`src/rtl/lane_status_pkg.sv`:
```
// Package with register map, field positions and carrier types for the lane status bank
package lane_status_pkg;

    localparam int ADDR_W = 12;
    localparam int DATA_W = 8;
    localparam int NUM_LANES = 2;

    typedef logic [ADDR_W-1:0] addr_t;
    typedef logic [DATA_W-1:0] byte_t;

    // Status register offsets
    localparam addr_t LANE5_LINK_STATUS_ADDR = 12'h4B5;
    localparam addr_t LANE6_LINK_STATUS_ADDR = 12'h4B6;
    // Control and interrupt registers
    localparam addr_t THRESHOLD_ADDR = 12'h4C0;
    localparam addr_t CONTROL_ADDR = 12'h4C1;
    localparam addr_t IRQ_STATUS_BASE = 12'h4C2;
    localparam addr_t IRQ_MASK_BASE = 12'h4C4;

    // Status and control field positions
    localparam int DISPARITY_ERR_BIT = 7;
    localparam int INVALID_CODE_BIT = 6;
    localparam int UNEXPECTED_CTRL_BIT = 5;
    localparam int DESKEW_OK_BIT = 4;
    localparam int INITIAL_ALIGN_OK_BIT = 3;
    localparam int CHECKSUM_OK_BIT = 2;
    localparam int FRAME_SYNC_OK_BIT = 1;
    localparam int CODEGROUP_SYNC_OK_BIT = 0;
    localparam int SKIP_ALIGN_BIT = 0;

    // Events: error flags on rise, sync flags on loss
    localparam byte_t RISE_EVENT_MASK = 8'hE0;
    localparam byte_t FALL_EVENT_MASK = 8'h1F;
    // Bits without meaning when the alignment sequence is skipped
    localparam byte_t ALIGN_DEPENDENT_MASK = 8'h1E;

    // Reset values
    localparam byte_t LINK_STATUS_RESET = 8'h00;
    localparam byte_t THRESHOLD_RESET = 8'hFF;
    localparam byte_t CONTROL_RESET = 8'h00;
    localparam byte_t IRQ_STATUS_RESET = 8'h00;
    localparam byte_t IRQ_MASK_RESET = 8'h00;
    localparam byte_t READ_IDLE = 8'h00;

    typedef struct packed {
        byte_t disparity;
        byte_t invalid_code;
        byte_t unexpected_ctrl;
    } lane_err_counts_s;

    typedef struct packed {
        logic deskew_ok;
        logic initial_align_ok;
        logic checksum_ok;
        logic frame_sync_ok;
        logic codegroup_sync_ok;
    } lane_sync_s;

    typedef struct packed {
        byte_t [NUM_LANES-1:0] link_status;
        byte_t [NUM_LANES-1:0] irq_status;
        byte_t [NUM_LANES-1:0] irq_mask;
        byte_t error_count_threshold;
        logic skip_alignment_sequence;
        byte_t rdata;
    } bank_state_s;

endpackage : lane_status_pkg

```
`src/rtl/lane_status_eval.sv`:
```
// Live status byte of one lane from its counters and sync state
`timescale 1ns/1ps
`default_nettype none

module lane_status_eval
    import lane_status_pkg::*;
(
    input wire lane_err_counts_s counts,
    input wire lane_sync_s sync,
    input wire byte_t error_count_threshold,
    output logic [DATA_W-1:0] status
);

    always_comb begin
        status = LINK_STATUS_RESET;
        // Inclusive compare: a count equal to the threshold already flags
        status[DISPARITY_ERR_BIT] = (counts.disparity >= error_count_threshold);
        status[INVALID_CODE_BIT] = (counts.invalid_code >= error_count_threshold);
        status[UNEXPECTED_CTRL_BIT] = (counts.unexpected_ctrl >= error_count_threshold);
        status[DESKEW_OK_BIT] = sync.deskew_ok;
        status[INITIAL_ALIGN_OK_BIT] = sync.initial_align_ok;
        status[CHECKSUM_OK_BIT] = sync.checksum_ok;
        status[FRAME_SYNC_OK_BIT] = sync.frame_sync_ok;
        status[CODEGROUP_SYNC_OK_BIT] = sync.codegroup_sync_ok;
    end

endmodule : lane_status_eval

`default_nettype wire

```
`src/rtl/lane_link_status_regs.sv`:
```
// Lane 5 and 6 link status register bank with threshold, mode and interrupt logic
//
// Notes on behaviour
// - Bit 7 is one while the lane's bad disparity count is at or above the threshold, else zero.
// - Bit 6 is one while the lane's not-in-table count is at or above the threshold, else zero.
// - Bit 5 is one while the lane's unexpected control character count is at or above the threshold, else zero.
// - Bit 4 shows deskew achieved as one and failed as zero, and means nothing when alignment is skipped.
// - Bit 3 shows initial lane alignment achieved as one and lost as zero, ignored when alignment is skipped.
// - Bit 2 shows a correct configuration checksum as one and a wrong one as zero, ignored when skipped.
// - Bit 1 shows frame sync achieved as one and lost as zero, ignored when alignment is skipped.
// - Bit 0 shows code group sync achieved as one and lost as zero, valid in every mode.
// - One read-only status byte per lane, lane 5 at 0x4B5 and lane 6 at 0x4B6, same layout, reset to zero.
//
// Decided for this implementation: the address-and-strobe port.
`timescale 1ns/1ps
`default_nettype none

module lane_link_status_regs
    import lane_status_pkg::*;
(
    input wire logic MCLK,
    input wire logic RST_B,
    input wire addr_t ADDR,
    input wire byte_t WDATA,
    input wire logic WR,
    input wire logic RD,
    output logic [DATA_W-1:0] RDATA,
    input wire lane_err_counts_s [NUM_LANES-1:0] LANE_ERR_COUNTS,
    input wire lane_sync_s [NUM_LANES-1:0] LANE_SYNC,
    output logic SKIP_ALIGNMENT_SEQUENCE,
    output logic IRQ
);

    bank_state_s s_q;
    bank_state_s s_d;
    byte_t [NUM_LANES-1:0] live_status;

    // Index of lane register at base plus lane, or NUM_LANES when no hit
    function automatic int lane_hit(input addr_t addr, input addr_t base);
        int idx;
        idx = NUM_LANES;
        for (int i = 0; i < NUM_LANES; i++) begin
            if (addr == base + addr_t'(i)) begin
                idx = i;
            end
        end
        return idx;
    endfunction : lane_hit

    genvar g;
    generate
        for (g = 0; g < NUM_LANES; g++) begin : g_lane
            lane_status_eval u_eval (
                .counts(LANE_ERR_COUNTS[g]),
                .sync(LANE_SYNC[g]),
                .error_count_threshold(s_q.error_count_threshold),
                .status(live_status[g])
            );
        end
    endgenerate

    always_comb begin
        byte_t events;
        byte_t clear;
        byte_t ignore;
        int hit;
        events = 8'h00;
        clear = 8'h00;
        ignore = 8'h00;
        hit = NUM_LANES;
        s_d = s_q;

        // Alignment-dependent bits raise no events while the sequence is skipped
        ignore = s_q.skip_alignment_sequence ? ALIGN_DEPENDENT_MASK : 8'h00;

        for (int i = 0; i < NUM_LANES; i++) begin
            // Refreshed every cycle; no latching of past values
            s_d.link_status[i] = live_status[i];
            events = ((live_status[i] & ~s_q.link_status[i] & RISE_EVENT_MASK)
                | (~live_status[i] & s_q.link_status[i] & FALL_EVENT_MASK)) & ~ignore;
            clear = 8'h00;
            if (WR && (lane_hit(ADDR, IRQ_STATUS_BASE) == i)) begin
                clear = WDATA;
            end
            // Set wins over a clear in the same cycle
            s_d.irq_status[i] = (s_q.irq_status[i] & ~clear) | events;
            if (WR && (lane_hit(ADDR, IRQ_MASK_BASE) == i)) begin
                s_d.irq_mask[i] = WDATA;
            end
        end

        // Writes to the status bytes fall through unused
        if (WR) begin
            if (ADDR == THRESHOLD_ADDR) begin
                s_d.error_count_threshold = WDATA;
            end
            if (ADDR == CONTROL_ADDR) begin
                s_d.skip_alignment_sequence = WDATA[SKIP_ALIGN_BIT];
            end
        end

        // Read data stand one cycle only; reads change no state
        s_d.rdata = READ_IDLE;
        if (RD) begin
            if (ADDR == LANE5_LINK_STATUS_ADDR) begin
                s_d.rdata = s_q.link_status[0];
            end else if (ADDR == LANE6_LINK_STATUS_ADDR) begin
                s_d.rdata = s_q.link_status[1];
            end else if (ADDR == THRESHOLD_ADDR) begin
                s_d.rdata = s_q.error_count_threshold;
            end else if (ADDR == CONTROL_ADDR) begin
                s_d.rdata = {7'h00, s_q.skip_alignment_sequence};
            end else begin
                hit = lane_hit(ADDR, IRQ_STATUS_BASE);
                if (hit < NUM_LANES) begin
                    s_d.rdata = s_q.irq_status[hit];
                end
                hit = lane_hit(ADDR, IRQ_MASK_BASE);
                if (hit < NUM_LANES) begin
                    s_d.rdata = s_q.irq_mask[hit];
                end
            end
        end
    end

    always_ff @(posedge MCLK) begin
        if (!RST_B) begin
            for (int i = 0; i < NUM_LANES; i++) begin
                s_q.link_status[i] <= LINK_STATUS_RESET;
                s_q.irq_status[i] <= IRQ_STATUS_RESET;
                s_q.irq_mask[i] <= IRQ_MASK_RESET;
            end
            s_q.error_count_threshold <= THRESHOLD_RESET;
            s_q.skip_alignment_sequence <= CONTROL_RESET[SKIP_ALIGN_BIT];
            s_q.rdata <= READ_IDLE;
        end else begin
            s_q <= s_d;
        end
    end

    always_comb begin
        IRQ = 1'b0;
        for (int i = 0; i < NUM_LANES; i++) begin
            IRQ = IRQ | (|(s_q.irq_status[i] & s_q.irq_mask[i]));
        end
    end

    assign RDATA = s_q.rdata;
    assign SKIP_ALIGNMENT_SEQUENCE = s_q.skip_alignment_sequence;

endmodule : lane_link_status_regs

`default_nettype wire

```
`config.mk`:
```
export PLATFORM = sky130hd
export DESIGN_NAME = lane_link_status_regs
export DESIGN_NICKNAME = d
export VERILOG_FILES = /design/src/rtl/lane_status_pkg.sv /design/src/rtl/lane_status_eval.sv /design/src/rtl/lane_link_status_regs.sv
export SDC_FILE = /design/constraint.sdc
export NUM_CORES = 1
export LEC_CHECK = 0
export BUFFER_PORTS_ARGS = -buffer_cell sky130_fd_sc_hd__buf_2
export CAP_MARGIN = 20
export CORE_MARGIN = 4
export CORE_UTILIZATION = 40
export DETAILED_ROUTE_END_ITERATION = 7
export GPL_TIMING_DRIVEN = 1
export PLACE_DENSITY_LB_ADDON = 0.25
export SLEW_MARGIN = 20
export SYNTH_ARGS = -nofsm -noshare
export SYNTH_HDL_FRONTEND = slang
export SYNTH_SLANG_ARGS = --single-unit
```
`constraint.sdc`:
```
create_clock -name MCLK -period 3.5 [get_ports MCLK]
set_clock_uncertainty 0.15 [all_clocks]
set_input_delay 0.175 -clock MCLK [delete_from_list [all_inputs] [get_ports MCLK]]
set_output_delay 0.175 -clock MCLK [all_outputs]
set_load 0.01 [all_outputs]
```
==> results.sh <==
export IMPL_sequentialPowerShare_pct=51.4
export IMPL_mostFrequentLayoutCells="buf_2 (91), dfxtp_1 (65), ha_1 (48), nand2_1 (36), nor2b_1 (27)"
export IMPL_status="finished clean"
export IMPL_crit_arrival_ns=2.12
export IMPL_post_route_period_util_pct=58.59
export IMPL_postLayoutSetupSlackWorst_ns=1.449
export IMPL_drtPass1Iterations=5
export IMPL_cts_root_buffer="clkbuf_8"
export IMPL_drtIter0Drc=282
export IMPL_portBuffers=91
export IMPL_ctsLongestPathBuffers=2
export IMPL_synth_fp_nets=572
export IMPL_num_vias=3761
export IMPL_synth_edf_count=0
export IMPL_syn_to_final_growth_pct=19.48
export IMPL_synth_top_cells_by_area="dfxtp_1 (32%), ha_1 (15%), mux2i_1 (6.3%)"
export IMPL_clkPwrFrac_pct=36.6
export IMPL_core_area_mm2=0.009910
export IMPL_setup_tns_final_ns=0
export IMPL_yosys_area_top_type_share_pct=31.66
export IMPL_antenna_cells=0
export IMPL_drt_wl_total_um=11700
export IMPL_io_pins=92
export IMPL_cts_htree_levels=3
export IMPL_relSlewSlack_pct=44.93
export IMPL_comb_power_share_pct=12.0
export IMPL_final_max_slew_viol_count=0
export IMPL_period_needed_ns=2.051
export IMPL_ys_seq_area_share_pct=31.66
export IMPL_grt_pass1_wl_um=18300
export IMPL_cts_sinks=65
export IMPL_switching_power_uw=372.8
export IMPL_syn_inst=442
export IMPL_p_per_area_mw_per_mm2=302.1
export IMPL_critPathLaunchType="input port"
export IMPL_start_util_pct=41.48
export IMPL_power_internal_mw=1.111
export IMPL_wl_per_cell_um=17.43
export IMPL_drc=0
export IMPL_path_class="in -> reg"
export IMPL_leakage_nw=2.279
export IMPL_cts_tree="yes"
export IMPL_ant_nets=0
export IMPL_cts_inserted_buffers=9
export IMPL_syn_area_mm2=0.004110
export IMPL_yosysWarnings=0
export IMPL_dp_cells=642
export IMPL_setup_violations=0
export IMPL_ctsResizeCount=0
export IMPL_synth_ff_latch_count=65
export IMPL_dieArea_mm2=0.01196
export IMPL_synth_ff_type="dfxtp_1"
export IMPL_power_mw=1.484
export IMPL_dp_slack_ns=1.148
export IMPL_critPathCaptureType="flip-flop"
export IMPL_hold_buffers=14
export IMPL_grt_usage_pct=19.93
export IMPL_required_ns=3.57
export IMPL_vias_per_cell=5.605
export IMPL_syn_avg_cell_area_um2=9.299
export IMPL_postCtsSetupBuffers=0
export IMPL_nFillCells=971
export IMPL_worstMarginPinSlew_ns=0.8197
export IMPL_max_freq_mhz=487.6
export IMPL_die_h_um=109.4
export IMPL_dp_hpwl_um=8814
export IMPL_clk_pin_slew_worst_paths_ns=0.06
export IMPL_min_path_type="in -> reg"
export IMPL_drive_above_1_share_pct=22.86
export IMPL_fp_dieW_um=109.4
export IMPL_async_flop_share_pct=0
export IMPL_vdd_ir_drop_max_mv=0.1992
export IMPL_maxCapViolCount=0
export IMPL_hold_viol=0
export IMPL_grt_pass1_vias=3663
export IMPL_antenna_found_initial=0
export IMPL_grt_start_max_net_pins=34
export IMPL_globalRouteOverflowTotal=0
export IMPL_instances_no_fill=671
export IMPL_synth_cell_types=49
export IMPL_swShare_pct=25.13
export IMPL_rsz0062_at_grt="false"
export IMPL_num_nets_final=664
export IMPL_clk_insertion_delay_late_ns=0.34
export IMPL_gp_congestion=0.8450
export IMPL_yosysTopAreaCell="dfxtp_1"
export IMPL_final_common_cell="buf_2"
export IMPL_critPathMaxFanout=13
export IMPL_row_count=36
worst paths after layout:
| path | startpoint | to | slack [ns] | depth (start not counted) |
|---|---|---|---|---|
| setup / recovery | ADDR[4] | s_q[47] | 1.45 | 6 |
| hold / removal | WDATA[3] | s_q[12] | 0.008 | 3 |
| setup reg to reg | s_q[10] | s_q[38] | 1.45 | 7 |
| hold reg to reg | s_q[64] | s_q[48] | 0.34 | 2 |
flip-flops by register name, indices dropped and copies added, names as in the netlist:
signal	flops
SKIP_ALIGNMENT_SEQUENCE	1
s_q	56
RDATA	8
critical path: stages:
cell and delay (ns):
buf_2 0.11, and4bb_2 0.48, and4_1 0.49, and3_1 0.50, nand2_1 0.10, a32o_1 0.26
synthesized netlist by cell type (11+ instances only):
cell      count
mux2i_1      26
inv_1        20
nand4_1      14
nand2_1      36
dfxtp_1      65
nor2b_1      27
clkbuf_1     12
ha_1         48
a21boi_0     11
o21ai_0      13
o21a_1       17
a21oi_1      13
a22o_1       12
nand3_1      11
power by group through the flow:
stage               registers [mW]  logic (mW)  clock network, mW
finish                       0.763       0.178              0.543
global route                 0.763       0.198              0.592
CTS                          0.762       0.177              0.555
detailed placement           0.779       0.165                  0
global placement             0.778       0.159                  0
floorplan                    0.774      0.0824                  0
per-stage QoR:
step                util [%]  hold WS [ns]  cell area, um^2
finish                 49.56      0.007613             4911
global route           49.56      0.007376             4911
CTS                    49.56     0.0002850             4911
detailed placement     46.50        0.2459             4608
global placement       46.50        0.2441             4608
floorplan                  -        0.1467             4110
cell type report:
type	count	area (um^2)	area share [%]
multi-input cells	331	2595	52.84
flip-flops and latches	65	1301	26.50
repair buffers	107	610.6	12.43
clock inverters	3	17.52	0.3567
inverters	20	75.07	1.529
well taps	133	166.4	3.389
clock buffers	12	145.1	2.955
routing by layer:
| metal | track usage (%) | wire, um |
|---|---|---|
| met1 | 25.85 | 5072 |
| met2 | 32.52 | 5641 |
| met3 | 5.226 | 775 |
| met4 | 5.966 | 207 |
| met5 | 0 | 0 |
logic make-up after synthesis:
kind of cell / share of synthesized area, %
buffers and inverters: 5.205
DFF: 31.66
and+or+nand+nor: 19.39
adders and majority gates: 14.61
AOI/OAI and AO/OA: 20.88
muxes: 8.250
Note: power is estimated with default switching activity, not from simulation.
